**config.mk**
```make
export PLATFORM = sky130hd
export DESIGN_NAME = fdse_core
export DESIGN_NICKNAME = d
export VERILOG_FILES = /design/src/core/fdse_pkg.sv /design/src/core/fdse_core.sv
export SDC_FILE = /design/constraint.sdc
export NUM_CORES = 1
export LEC_CHECK = 0
export ABC_CLOCK_PERIOD_IN_PS = 4000
export BUFFER_PORTS_ARGS = -buffer_cell sky130_fd_sc_hd__buf_4
export CAP_MARGIN = 20
export CORE_ASPECT_RATIO = 0.75
export CORE_MARGIN = 4
export CORE_UTILIZATION = 59
export DETAILED_ROUTE_END_ITERATION = 10
export PLACE_DENSITY_LB_ADDON = 0.08
export SYNTH_ARGS = -nofsm -noshare
export SYNTH_HDL_FRONTEND = slang
export SYNTH_SLANG_ARGS = --single-unit
```
**constraint.sdc**
```tcl
create_clock -name sys_clk -period 4 [get_ports sys_clk]
set_input_delay 0.6 -clock sys_clk [delete_from_list [all_inputs] [get_ports sys_clk]]
set_output_delay 0.6 -clock sys_clk [all_outputs]
set_load 0.05 [all_outputs]
```
**src/core/fdse_pkg.sv**
```systemverilog
// Package: constants and types for the float divide and sign extend datapath
package fdse_pkg;
  // Opcodes presented by the sequencer
  typedef enum logic [1:0] {
    FDSE_OP_NONE   = 2'b00,
    FDSE_OP_DIV    = 2'b01,
    FDSE_OP_DIV32  = 2'b10,
    FDSE_OP_MOVEXT = 2'b11
  } fdse_op_type;
  // Divider state machine
  typedef enum logic [1:0] {
    FDSE_ST_IDLE = 2'b00,
    FDSE_ST_RUN  = 2'b01,
    FDSE_ST_FIN  = 2'b10
  } fdse_state_type;
  localparam logic [15:0] FDSE_ERR_DIV_ZERO = 16'h0E19;
  localparam logic [15:0] FDSE_ERR_RESET    = 16'h0000;
  localparam logic [31:0] FDSE_WORD_RESET   = 32'h00000000;
  localparam logic [7:0]  FDSE_EXP_BIAS     = 8'h7F;
  localparam logic [7:0]  FDSE_EXP_MAX      = 8'hFF;
  localparam logic [4:0]  FDSE_DIV_STEPS    = 5'h1A;
  localparam int          FDSE_EXP_POS      = 23;
  localparam int          FDSE_SIGN_POS     = 31;
endpackage : fdse_pkg

```
**src/core/fdse_core.sv**
```systemverilog
// Float divide and word-to-dword sign extend execution datapath
//
// Functional notes
// - Divide first source by second, write quotient
// - Wide divide takes immediate or register operands
// - Register-operand divide behaves like binary divide
// - Zero divisor: error flags, code 0E19
// - Quotient overflow sets carry flag
// - Quotient underflow sets borrow flag
// - Zero quotient sets zero flag
// - Word move copies source into low half
// - Word move replicates sign into high half
//
// The register addresses and the strobed register port were left to the implementer.
`timescale 1ns/1ps
`default_nettype none
// Timing at a glance, counted in sys_clk edges after the issue edge:
//   word_to_dword_move  done and dest_write one edge later
//   zero divisor        done one edge later, destination and arithmetic flags kept
//   float divide        busy from edge 1, done and dest_write at edge 28
// Issue is ignored while busy; the sequencer waits for done before the next one.
// Quotients are truncated, not rounded, to keep the divider to one subtractor.
// Denormal operands are taken as zero; a zero dividend gives a signed zero.
// Register port indices: 0 status, 1 mask, 2 error code, 3 error latch.
// Status bits, low to high: zero, borrow, carry, operation error.
module fdse_core (
  // Clock and reset
  input  wire logic                 sys_clk,
  input  wire logic                 arst_n,
  // Instruction issue from the sequencer
  input  wire logic                 issue,
  input  wire fdse_pkg::fdse_op_type op,
  input  wire logic                 src1_is_imm,
  input  wire logic                 src2_is_imm,
  input  wire logic [31:0]          src1_imm,
  input  wire logic [31:0]          src2_imm,
  input  wire logic [15:0]          src1_lo,
  input  wire logic [15:0]          src1_hi,
  input  wire logic [15:0]          src2_lo,
  input  wire logic [15:0]          src2_hi,
  input  wire logic [15:0]          move_src,
  // Result to the destination register pair
  output logic                      busy,
  output logic                      done,
  output logic                      dest_write,
  output logic [15:0]               dest_lo,
  output logic [15:0]               dest_hi,
  // Status flags and error report
  output logic                      zero_flag,
  output logic                      borrow_flag,
  output logic                      carry_flag,
  output logic                      operation_error_flag,
  output logic                      operation_error_latch,
  output logic [15:0]               error_code_register,
  // Software interrupt port
  input  wire logic [3:0]           reg_addr,
  input  wire logic [15:0]          reg_wdata,
  input  wire logic                 reg_wr,
  input  wire logic                 reg_rd,
  output logic [15:0]               reg_rdata,
  output logic                      irq
);

  // Register indices of the interrupt port
  localparam logic [3:0] ADDR_STAT = 4'h0;
  localparam logic [3:0] ADDR_MASK = 4'h1;
  localparam logic [3:0] ADDR_ERR  = 4'h2;
  localparam logic [3:0] ADDR_LAT  = 4'h3;

  // Operand selection: register pair joins low word under high word
  wire        is_div   = (op == fdse_pkg::FDSE_OP_DIV) || (op == fdse_pkg::FDSE_OP_DIV32);
  wire        use_imm1 = (op == fdse_pkg::FDSE_OP_DIV) || src1_is_imm;
  wire        use_imm2 = (op == fdse_pkg::FDSE_OP_DIV) || src2_is_imm;
  wire [31:0] a_val    = use_imm1 ? src1_imm : {src1_hi, src1_lo};
  wire [31:0] b_val    = use_imm2 ? src2_imm : {src2_hi, src2_lo};

  // Operand fields
  wire        a_sign = a_val[fdse_pkg::FDSE_SIGN_POS];
  wire        b_sign = b_val[fdse_pkg::FDSE_SIGN_POS];
  wire [7:0]  a_exp  = a_val[30:fdse_pkg::FDSE_EXP_POS];
  wire [7:0]  b_exp  = b_val[30:fdse_pkg::FDSE_EXP_POS];
  wire        a_zero = (a_exp == 8'h00);
  wire        b_zero = (b_exp == 8'h00);
  wire [23:0] a_man  = {1'b1, a_val[22:0]};
  wire [23:0] b_man  = {1'b1, b_val[22:0]};
  // Biased exponent of quotient, kept signed and wide to catch range faults
  wire signed [10:0] exp_start = $signed({3'h0, a_exp}) - $signed({3'h0, b_exp})
                                 + $signed({3'h0, fdse_pkg::FDSE_EXP_BIAS});
  // Sign-extended move result
  wire [31:0] move_val = {{16{move_src[15]}}, move_src};

  // Issue decode: a request counts only while the divider is idle
  wire        take      = issue && !busy;
  wire        is_move   = (op == fdse_pkg::FDSE_OP_MOVEXT);
  wire        take_move = take && is_move;
  wire        take_zero = take && is_div && b_zero;
  wire        take_div  = take && is_div && !b_zero;

  // Divider state
  fdse_pkg::fdse_state_type state_reg;
  logic [4:0]         step_reg;
  logic [25:0]        rem_reg;
  logic [23:0]        div_reg;
  logic [25:0]        quo_reg;
  logic signed [10:0] exp_reg;
  logic               sign_reg;
  logic               num_zero_reg;

  // Restoring division step: one quotient bit per clock
  wire [25:0] rem_sub  = rem_reg - {2'h0, div_reg};
  wire        rem_ge   = (rem_reg >= {2'h0, div_reg});
  wire [25:0] rem_step = rem_ge ? rem_sub : rem_reg;
  wire [25:0] quo_step = {quo_reg[24:0], rem_ge};

  // Normalise: the ratio lies in (0.5, 2), so at most one shift is needed
  wire               quo_top  = quo_reg[25];
  wire [22:0]        frac_n   = quo_top ? quo_reg[24:2] : quo_reg[23:1];
  wire signed [10:0] exp_n    = quo_top ? exp_reg : exp_reg - 11'sd1;
  // Truncation keeps the datapath small; no rounding to nearest
  // A zero dividend is an exact zero, never a range fault, whatever the exponents say
  wire               exp_hi   = exp_n >= $signed({3'h0, fdse_pkg::FDSE_EXP_MAX});
  wire               exp_lo   = exp_n <= 11'sd0;
  wire               ovf      = !num_zero_reg && exp_hi;
  wire               unf      = !num_zero_reg && exp_lo;
  wire               res_zero = num_zero_reg || unf;
  wire [31:0]        quo_val  = res_zero ? {sign_reg, 31'h0}
                              : ovf ? {sign_reg, fdse_pkg::FDSE_EXP_MAX, 23'h0}
                              : {sign_reg, exp_n[7:0], frac_n};

  // Interrupt port decode
  logic [3:0] stat_reg;
  logic [3:0] mask_reg;
  wire        wr_stat  = reg_wr && (reg_addr == ADDR_STAT);
  wire        wr_mask  = reg_wr && (reg_addr == ADDR_MASK);
  wire        wr_lat   = reg_wr && (reg_addr == ADDR_LAT);
  wire        lat_clr  = wr_lat && reg_wdata[0];
  wire        fin      = (state_reg == fdse_pkg::FDSE_ST_FIN);
  wire        div_err  = take_zero;
  wire [3:0]  events   = {div_err, fin && ovf, fin && unf, fin && res_zero};
  // Hardware set wins over a write-one clear in the same cycle
  wire [3:0]  stat_next = (stat_reg & ~(wr_stat ? reg_wdata[3:0] : 4'h0)) | events;
  // A new mask already counts in the cycle it is written
  wire [3:0]  mask_next = wr_mask ? reg_wdata[3:0] : mask_reg;
  wire        irq_next  = |(stat_next & mask_next);
  logic [15:0] rd_mux;
  wire [15:0] rd_next   = reg_rd ? rd_mux : 16'h0000;

  // Read selection; indices outside the map read as zero
  always_comb
  begin
    if (reg_addr == ADDR_STAT)
    begin
      rd_mux = {12'h000, stat_reg};
    end
    else if (reg_addr == ADDR_MASK)
    begin
      rd_mux = {12'h000, mask_reg};
    end
    else if (reg_addr == ADDR_ERR)
    begin
      rd_mux = error_code_register;
    end
    else if (reg_addr == ADDR_LAT)
    begin
      rd_mux = {15'h0000, operation_error_latch};
    end
    else
    begin
      rd_mux = 16'h0000;
    end
  end

  // Divider sequence and result writing
  always_ff @(posedge sys_clk or negedge arst_n)
  begin
    if (!arst_n)
    begin
      state_reg    <= fdse_pkg::FDSE_ST_IDLE;
      step_reg     <= 5'h00;
      rem_reg      <= 26'h0000000;
      div_reg      <= 24'h000000;
      quo_reg      <= 26'h0000000;
      exp_reg      <= 11'sd0;
      sign_reg     <= 1'b0;
      num_zero_reg <= 1'b0;
      busy         <= 1'b0;
      done         <= 1'b0;
      dest_write   <= 1'b0;
      dest_lo      <= 16'h0000;
      dest_hi      <= 16'h0000;
    end
    else
    begin
      done       <= 1'b0;
      dest_write <= 1'b0;
      case (state_reg)
        fdse_pkg::FDSE_ST_IDLE:
        begin
          if (take_move)
          begin
            dest_lo    <= move_val[15:0];
            dest_hi    <= move_val[31:16];
            dest_write <= 1'b1;
            done       <= 1'b1;
          end
          else if (take_zero)
          begin
            done <= 1'b1; // destination left untouched
          end
          else if (take_div)
          begin
            rem_reg      <= {2'h0, a_man};
            div_reg      <= b_man;
            quo_reg      <= 26'h0000000;
            exp_reg      <= exp_start;
            sign_reg     <= a_sign ^ b_sign;
            num_zero_reg <= a_zero;
            step_reg     <= fdse_pkg::FDSE_DIV_STEPS;
            busy         <= 1'b1;
            state_reg    <= fdse_pkg::FDSE_ST_RUN;
          end
        end
        fdse_pkg::FDSE_ST_RUN:
        begin
          rem_reg  <= {rem_step[24:0], 1'b0};
          quo_reg  <= quo_step;
          step_reg <= step_reg - 5'h01;
          if (step_reg == 5'h01)
          begin
            state_reg <= fdse_pkg::FDSE_ST_FIN;
          end
        end
        fdse_pkg::FDSE_ST_FIN:
        begin
          dest_lo    <= quo_val[15:0];
          dest_hi    <= quo_val[31:16];
          dest_write <= 1'b1;
          done       <= 1'b1;
          busy       <= 1'b0;
          state_reg  <= fdse_pkg::FDSE_ST_IDLE;
        end
        default:
        begin
          state_reg <= fdse_pkg::FDSE_ST_IDLE;
        end
      endcase
    end
  end

  // Arithmetic flags follow each divide that writes a quotient and hold over moves and zero-divisor divides
  always_ff @(posedge sys_clk or negedge arst_n)
  begin
    if (!arst_n)
    begin
      zero_flag   <= 1'b0;
      borrow_flag <= 1'b0;
      carry_flag  <= 1'b0;
    end
    else if (fin)
    begin
      zero_flag   <= res_zero;
      borrow_flag <= unf;
      carry_flag  <= ovf;
    end
  end

  // Error flag tracks the last divide issue; a good divide clears it
  always_ff @(posedge sys_clk or negedge arst_n)
  begin
    if (!arst_n)
    begin
      operation_error_flag <= 1'b0;
    end
    else if (take_div || take_zero)
    begin
      operation_error_flag <= take_zero;
    end
  end

  // Error latch and code are sticky; a new error wins over a clear
  always_ff @(posedge sys_clk or negedge arst_n)
  begin
    if (!arst_n)
    begin
      operation_error_latch <= 1'b0;
      error_code_register   <= fdse_pkg::FDSE_ERR_RESET;
    end
    else if (div_err)
    begin
      operation_error_latch <= 1'b1;
      error_code_register   <= fdse_pkg::FDSE_ERR_DIV_ZERO;
    end
    else if (lat_clr)
    begin
      operation_error_latch <= 1'b0;
    end
  end

  // Interrupt status: sticky event bits, cleared by writing ones
  always_ff @(posedge sys_clk or negedge arst_n)
  begin
    if (!arst_n)
    begin
      stat_reg <= 4'h0;
    end
    else
    begin
      stat_reg <= stat_next;
    end
  end

  // Interrupt mask, same layout as the status bits
  always_ff @(posedge sys_clk or negedge arst_n)
  begin
    if (!arst_n)
    begin
      mask_reg <= 4'h0;
    end
    else if (wr_mask)
    begin
      mask_reg <= reg_wdata[3:0];
    end
  end

  // Level interrupt, registered so the pin comes straight from a flip-flop
  always_ff @(posedge sys_clk or negedge arst_n)
  begin
    if (!arst_n)
    begin
      irq <= 1'b0;
    end
    else
    begin
      irq <= irq_next;
    end
  end

  // Read data stand only in the cycle after the strobe, zero otherwise
  always_ff @(posedge sys_clk or negedge arst_n)
  begin
    if (!arst_n)
    begin
      reg_rdata <= 16'h0000;
    end
    else
    begin
      reg_rdata <= rd_next;
    end
  end

endmodule : fdse_core
`default_nettype wire

```
==> results of run 1 <==
-- worst max-delay path, delay by kind of cell --
kind,cells,cell delay (ps)
mux,2,460
buf+inv,2,170
xor+xnor,1,160
fa+ha+maj,3,850
compound gates,4,1040
simple gates,2,380
-- how the worst min path moves through the flow --
stage,depth (start not counted),endpoint
after global routing,1,reg_rdata[0]$_DFF_PN0_
after global placement,2,div_reg[23]$_DFFE_PN0P_
after CTS,1,dest_hi[2]$_DFFE_PN0P_
after detailed placement,2,div_reg[23]$_DFFE_PN0P_
after floorplan,0,borrow_flag$_DFFE_PN0P_
final,1,dest_hi[0]$_DFFE_PN0P_
-- cells in the final DEF, fill, tap and decap left out, drive strengths merged, types with 27 or more instances in the layout --
| cell | n |
|---|---|
| inv | 64 |
| nor2 | 75 |
| a22o | 27 |
| nand4 | 27 |
| nor3 | 36 |
| buf | 233 |
| ha | 38 |
| dfrtp | 150 |
| o21ai | 91 |
| a21oi | 69 |
| nand2 | 135 |
| mux2i | 69 |
-- metrics by stage --
step	instance area [sq um]	hold WS [ps]
6_report	12030	271.9
5_1_grt	12030	330.2
4_1_cts	12030	296.5
3_5_place_dp	11480	443.4
3_3_place_gp	11480	431.8
2_1_floorplan	9901	304.4
-- power by group through the flow --
stage	Combinational [uW]	Clock (uW)	Sequential [uW]
6_report	5950	1510	2730
5_1_grt	6540	1600	2820
4_1_cts	5900	1530	2720
3_5_place_dp	5840	0	2730
3_3_place_gp	5700	0	2710
2_1_floorplan	3970	0	3160
-- final cells by class --
| type | instances | area (sq um) |
|---|---|---|
| Clock buffer | 18 | 439.2 |
| Tap cell | 210 | 262.8 |
| Sequential cell | 150 | 3754 |
| Fill cell | 1271 | 4138 |
| Multi-Input combinational cell | 832 | 5477 |
| Clock inverter | 14 | 111.4 |
| Timing Repair Buffer | 233 | 1778 |
| Inverter | 55 | 206.4 |
-- logic make-up after synthesis --
group,synth area share (%)
other,0.03812
adders and majority gates,5.240
muxes,7.937
and+or+nand+nor,18.32
buffers and inverters,7.072
AOI/OAI and AO/OA,20.12
DFF,38.16
xor gates and xnor gates,3.116
-- per-layer routing --
metal  wire length, microns  vias to the layer above  GRT usage (%)  part of all wire, %
met5                      0                        -              0                    0
met4                    318                        0          5.588                  1.2
met3                   2255                       32          6.597                  8.8
met2                  11240                      370          40.92                   44
met1                  11790                     4208          40.51                   46
li1                       -                     4327              -                    -
==> impl_metrics.json, run 1 <==
{
  "status": "finished, final reports clean",
  "nNetsFinal": 1502,
  "skew_ps": 8.367,
  "yosysWarnings": 0,
  "antenna_found_initial": 0,
  "diodes": 0,
  "layout_setup_ws_ps": 628.2,
  "place_ws_ps": 251.2,
  "track_usage_pct": 27.27,
  "hold_violations": 0,
  "ys_seq_area_share_pct": 38.16,
  "critical_path_class": "in2reg",
  "dp.final_hpwl_microns": 18990,
  "combPwrFrac_pct": 58.4,
  "io_buffers": 215,
  "fmax_mhz": 296.6,
  "synth_common_cells": "dfrtp_1, nand2_1, nor2_1, o21ai_0, mux2i_1",
  "worst_slew_pin_slew_ps": 862.8,
  "rsz0062_at_grt": "false",
  "crit_path_start": "op[0]",
  "clk_latency_ps": 430,
  "synth-async-reset-ratio_pct": 100.0,
  "setup_violations": 0,
  "syn_area_sq_um": 9837,
  "wl_per_cell_microns": 16.93,
  "synth_edf_count": 0,
  "die_w_microns": 157.1,
  "ir_drop_mv": 0.3849,
  "power.switching_uw": 4862,
  "cts_setup_buffers": 0,
  "coreArea_sq_um": 16170,
  "num_vias": 8937,
  "syn_inst": 1113,
  "cts_root_buffer": "clkbuf_16",
  "placedCellCount": 1480,
  "fin_crit_sh_pct": 84.29,
  "worstRegToRegCells": 10,
  "maxCapViolCount": 0,
  "initial_core_util_pct": 60.85,
  "reg2reg_to": "rem_reg[11]$_DFFE_PN0P_",
  "ys_types": 77,
  "firstDrtPassIters": 6,
  "period_minus_slack_ps": 3372,
  "finalSetupTns_ps": 0,
  "cpPeakStageDelay_ps": 430,
  "ys.flop_type": "dfrtp_1",
  "cts_max_path_buffers": 2,
  "area_growth_pct": 22.27,
  "yosys.area.top_type": "dfrtp_1",
  "path_clk_slew_ps": 70,
  "synth.most_common_cell": "dfrtp_1",
  "wirelength_microns": 25600,
  "switching_share_pct": 47.72,
  "drt_iter0_drc": 605,
  "ys_seq_elements": 150,
  "avgSynthCellArea_sq_um": 8.838,
  "p_total_uw": 10190,
  "grt_pass1_vias": 8400,
  "worstSetupEndpointType": "flip-flop",
  "internal-power_uw": 5327,
  "rrSetupSlack_ps": 690,
  "cts_tree": "built",
  "num_io_pins": 246,
  "numCtsBuffers": 17,
  "rows": 40,
  "cts_hold_buffers": 0,
  "drive_gt1_share_pct": 23.96,
  "routed_via_density": 5.911,
  "globalRouteOverflowTotal": 0,
  "drtAntennaViolNets": 0,
  "critical_path_arrival_ps": 3680,
  "pwr-share-seq_pct": 26.8,
  "total_leakage_power_uw": 0.005635,
  "gp_congestion": 0.9068,
  "die_h_microns": 119.8,
  "drc_errors": 0,
  "power_density_nw_per_um2": 847.1,
  "slew_headroom_pct": 42.48,
  "power_frac_clock_pct": 14.8,
  "final_cell_count_no_fill": 1512,
  "grt_max_degree": 97,
  "grt_pass1_wl_microns": 41920,
  "slew_violations": 0,
  "path_cells": "buf_4 > ha_1 > nor2_4 > mux2_2 > ha_1 > inv_1 > fa_1 > a211oi_1 > nor2_1 > o31a_1 > a21oi_1 > o311ai_0 > xnor2_1 > mux2_2",
  "crit_path_start_kind": "input pin",
  "synth_area_leaders": "dfrtp_1, mux2i_1, nand2_1",
  "required_ps": 4310,
  "post-route-util_pct": 74.40,
  "crit_end": "exp_reg[8]$_DFFE_PN0P_",
  "path_max_fanout": 7,
  "cts_resized": 0,
  "hp-class": "in2async",
  "r2r_start": "div_reg[16]$_DFFE_PN0P_",
  "die_area_sq_um": 18820,
  "clkSinkCount": 150,
  "synth.top_cell.area_share_pct": 38.16,
  "critPathSlowestCell": "fa_1",
  "htree_num_levels": 4
}
No activity file was read; power rests on OpenSTA's default activity.
==> inputs of run 2 (changes only) <==
--- a/config.mk
+++ b/config.mk
@@ -5,12 +5,12 @@
 export SDC_FILE = /design/constraint.sdc
 export NUM_CORES = 1
 export LEC_CHECK = 0
-export ABC_CLOCK_PERIOD_IN_PS = 4000
+export ABC_CLOCK_PERIOD_IN_PS = 3100
 export BUFFER_PORTS_ARGS = -buffer_cell sky130_fd_sc_hd__buf_4
 export CAP_MARGIN = 20
 export CORE_ASPECT_RATIO = 0.75
 export CORE_MARGIN = 4
-export CORE_UTILIZATION = 59
+export CORE_UTILIZATION = 49
 export DETAILED_ROUTE_END_ITERATION = 10
 export PLACE_DENSITY_LB_ADDON = 0.08
 export SYNTH_ARGS = -nofsm -noshare
==> constraint.sdc (replaced) <==
create_clock -name sys_clk -period 3.1 [get_ports sys_clk]
set_input_delay 0.465 -clock sys_clk [delete_from_list [all_inputs] [get_ports sys_clk]]
set_output_delay 0.465 -clock sys_clk [all_outputs]
set_load 0.05 [all_outputs]
==> run 2 against run 1 <==
Effect of this change:
- setup slack worse by 440 ps
- via count is 1.2% lower
- total power is 33% higher
- register-to-register slack worse by 470 ps
- sequential power is 29% higher
- critical path depth is 1 higher
- critical path type unchanged
- largest cell class unchanged
==> impl_metrics.json, run 2 (same netlist as run 1, synthesis figures left out) <==
{
  "cpPeakStageDelay_ps": 430,
  "fin_area_sq_um": 12470,
  "drive_gt1_share_pct": 26.32,
  "die_h_microns": 130.7,
  "switching_share_pct": 46.71,
  "nNetsFinal": 1530,
  "path_cells": "buf_4 > inv_12 > ha_4 > nor2_4 > mux2i_1 > ha_2 > inv_1 > fa_1 > a211oi_1 > nor2_1 > o21ai_0 > a21oi_2 > nor4b_2 > xnor2_1 > mux2_4",
  "worstSetupEndpointType": "flip-flop",
  "critical_path_arrival_ps": 3220,
  "clkSinkCount": 150,
  "path_clk_slew_ps": 70,
  "diodes": 0,
  "finalSetupTns_ps": 0,
  "worstRegToRegCells": 8,
  "die_area_sq_um": 22430,
  "required_ps": 3410,
  "status": "finished, final reports clean",
  "hp-class": "in2async",
  "grt_pass1_wl_microns": 41770,
  "cts_root_buffer": "clkbuf_16",
  "grt_max_degree": 76,
  "combPwrFrac_pct": 58.2,
  "num_vias": 8827,
  "total_leakage_power_uw": 0.005825,
  "crit_path_start_kind": "input pin",
  "slew_headroom_pct": 53.71,
  "critical_path_class": "in2reg",
  "ir_drop_mv": 0.5227,
  "slew_violations": 0,
  "rows": 44,
  "layout.cells.most_common_list": "buf_4, dfrtp_1, nand2_1",
  "pwr-share-seq_pct": 26.0,
  "nFillCells": 1708,
  "cts_tree": "built",
  "drt_iter0_drc": 584,
  "maxCapViolCount": 0,
  "r2r_start": "rem_reg[4]$_DFFE_PN0P_",
  "gp_congestion": 0.8979,
  "wl_per_cell_microns": 16.33,
  "antenna_found_initial": 0,
  "final_cell_count_no_fill": 1583,
  "rrSetupSlack_ps": 220,
  "die_w_microns": 171.6,
  "fin_crit_sh_pct": 93.92,
  "layout_commonest_cell": "buf_4",
  "io_buffers": 215,
  "fin_hold_ws_ps": 44.50,
  "initial_core_util_pct": 50.33,
  "firstDrtPassIters": 5,
  "globalRouteOverflowTotal": 0,
  "placedInstanceArea_sq_um": 11850,
  "setup_violations": 0,
  "rsz0062_at_grt": "false",
  "htree_num_levels": 4,
  "worst_slew_pin_slew_ps": 694.3,
  "numCtsBuffers": 17,
  "reg2reg_to": "rem_reg[24]$_DFFE_PN0P_",
  "internal-power_uw": 7226,
  "period_minus_slack_ps": 2911,
  "coreArea_sq_um": 19540,
  "drtAntennaViolNets": 0,
  "drc_errors": 0,
  "power_density_nw_per_um2": 1088,
  "track_usage_pct": 23.07,
  "path_max_fanout": 4,
  "fmax_mhz": 343.5,
  "placedCellCount": 1551,
  "power.switching_uw": 6334,
  "area_growth_pct": 26.72,
  "power_frac_clock_pct": 15.7,
  "routed_via_density": 5.576,
  "wirelength_microns": 25860,
  "grt_pass1_vias": 8266,
  "critPathSlowestCell": "fa_1",
  "cts_max_path_buffers": 2,
  "num_io_pins": 246,
  "dp.final_hpwl_microns": 19610,
  "cts_setup_buffers": 0,
  "skew_ps": 14.52,
  "cts_resized": 0,
  "post-route-util_pct": 63.78,
  "hold_violations": 0,
  "cts_hold_buffers": 0,
  "clk_latency_ps": 430
}
==> run 2: cell count changes in the layout (fill, tap and decap cells not counted), sizes merged <==
cell	previous run	this run
buf	233	261
clkinv	4	5
bufinv	0	2
clkbuf	18	17
inv	64	63
clkinvlp	1	0
==> run 2: worst max-delay path, delay by kind of cell <==
family,cells,cell delay (ps)
compound gates,3,540
xor+xnor,1,110
fa+ha+maj,3,820
buf+inv,3,210
mux,2,500
simple gates,3,550
==> run 2: worst max-delay path by stage <==
stage	to	slack [ps]	from	depth (start not counted)
after detailed placement	exp_reg[7]$_DFFE_PN0P_	-280	op[1]	15
after CTS	rem_reg[21]$_DFFE_PN0P_	130	rem_reg[0]$_DFFE_PN0P_	11
final	exp_reg[7]$_DFFE_PN0P_	190	op[1]	15
after global placement	exp_reg[8]$_DFFE_PN0P_	-240	op[1]	15
after global routing	rem_reg[21]$_DFFE_PN0P_	0.9	rem_reg[0]$_DFFE_PN0P_	10
after floorplan	exp_reg[7]$_DFFE_PN0P_	-20	op[1]	13
==> run 2: metrics by stage <==
step / setup slack (ps) / total power [uW]
global placement: -236.9 / 11210
CTS: 131.1 / 13530
global route: 0.8709 / 14620
finish: 188.6 / 13560
floorplan: -20.82 / 9230
detailed placement: -275.6 / 11320
==> run 2: area by class of cell <==
| type | count | area, sq um | share of cell area (%) |
|---|---|---|---|
| Clock buffer | 17 | 425.4 | 3.413 |
| Clock inverter | 15 | 183.9 | 1.475 |
| Inverter | 55 | 219.0 | 1.756 |
| Multi-Input combinational cell | 832 | 5538 | 44.42 |
| Sequential cell | 150 | 3754 | 30.11 |
| Tap cell | 253 | 316.6 | 2.539 |
| Timing Repair Buffer | 261 | 2029 | 16.28 |
==> run 2: per-layer routing <==
layer,share of wire [%],up-vias,GRT usage (%),wire length [microns]
met5,0,-,0,0
met4,0.77,0,4.984,200
met3,7.3,17,4.962,1894
met2,42,304,33.82,10880
met1,50,4128,35.21,12880
li1,-,4378,-,-
==> run 2: power groups by stage <==
| stage | sequential, uW | combinational (uW) | clock [uW] |
|---|---|---|---|
| after floorplan | 4080 | 5150 | 0 |
| after global placement | 3530 | 7680 | 0 |
| after detailed placement | 3550 | 7780 | 0 |
| after CTS | 3520 | 7830 | 2180 |
| after global routing | 3650 | 8710 | 2260 |
| final | 3530 | 7890 | 2140 |
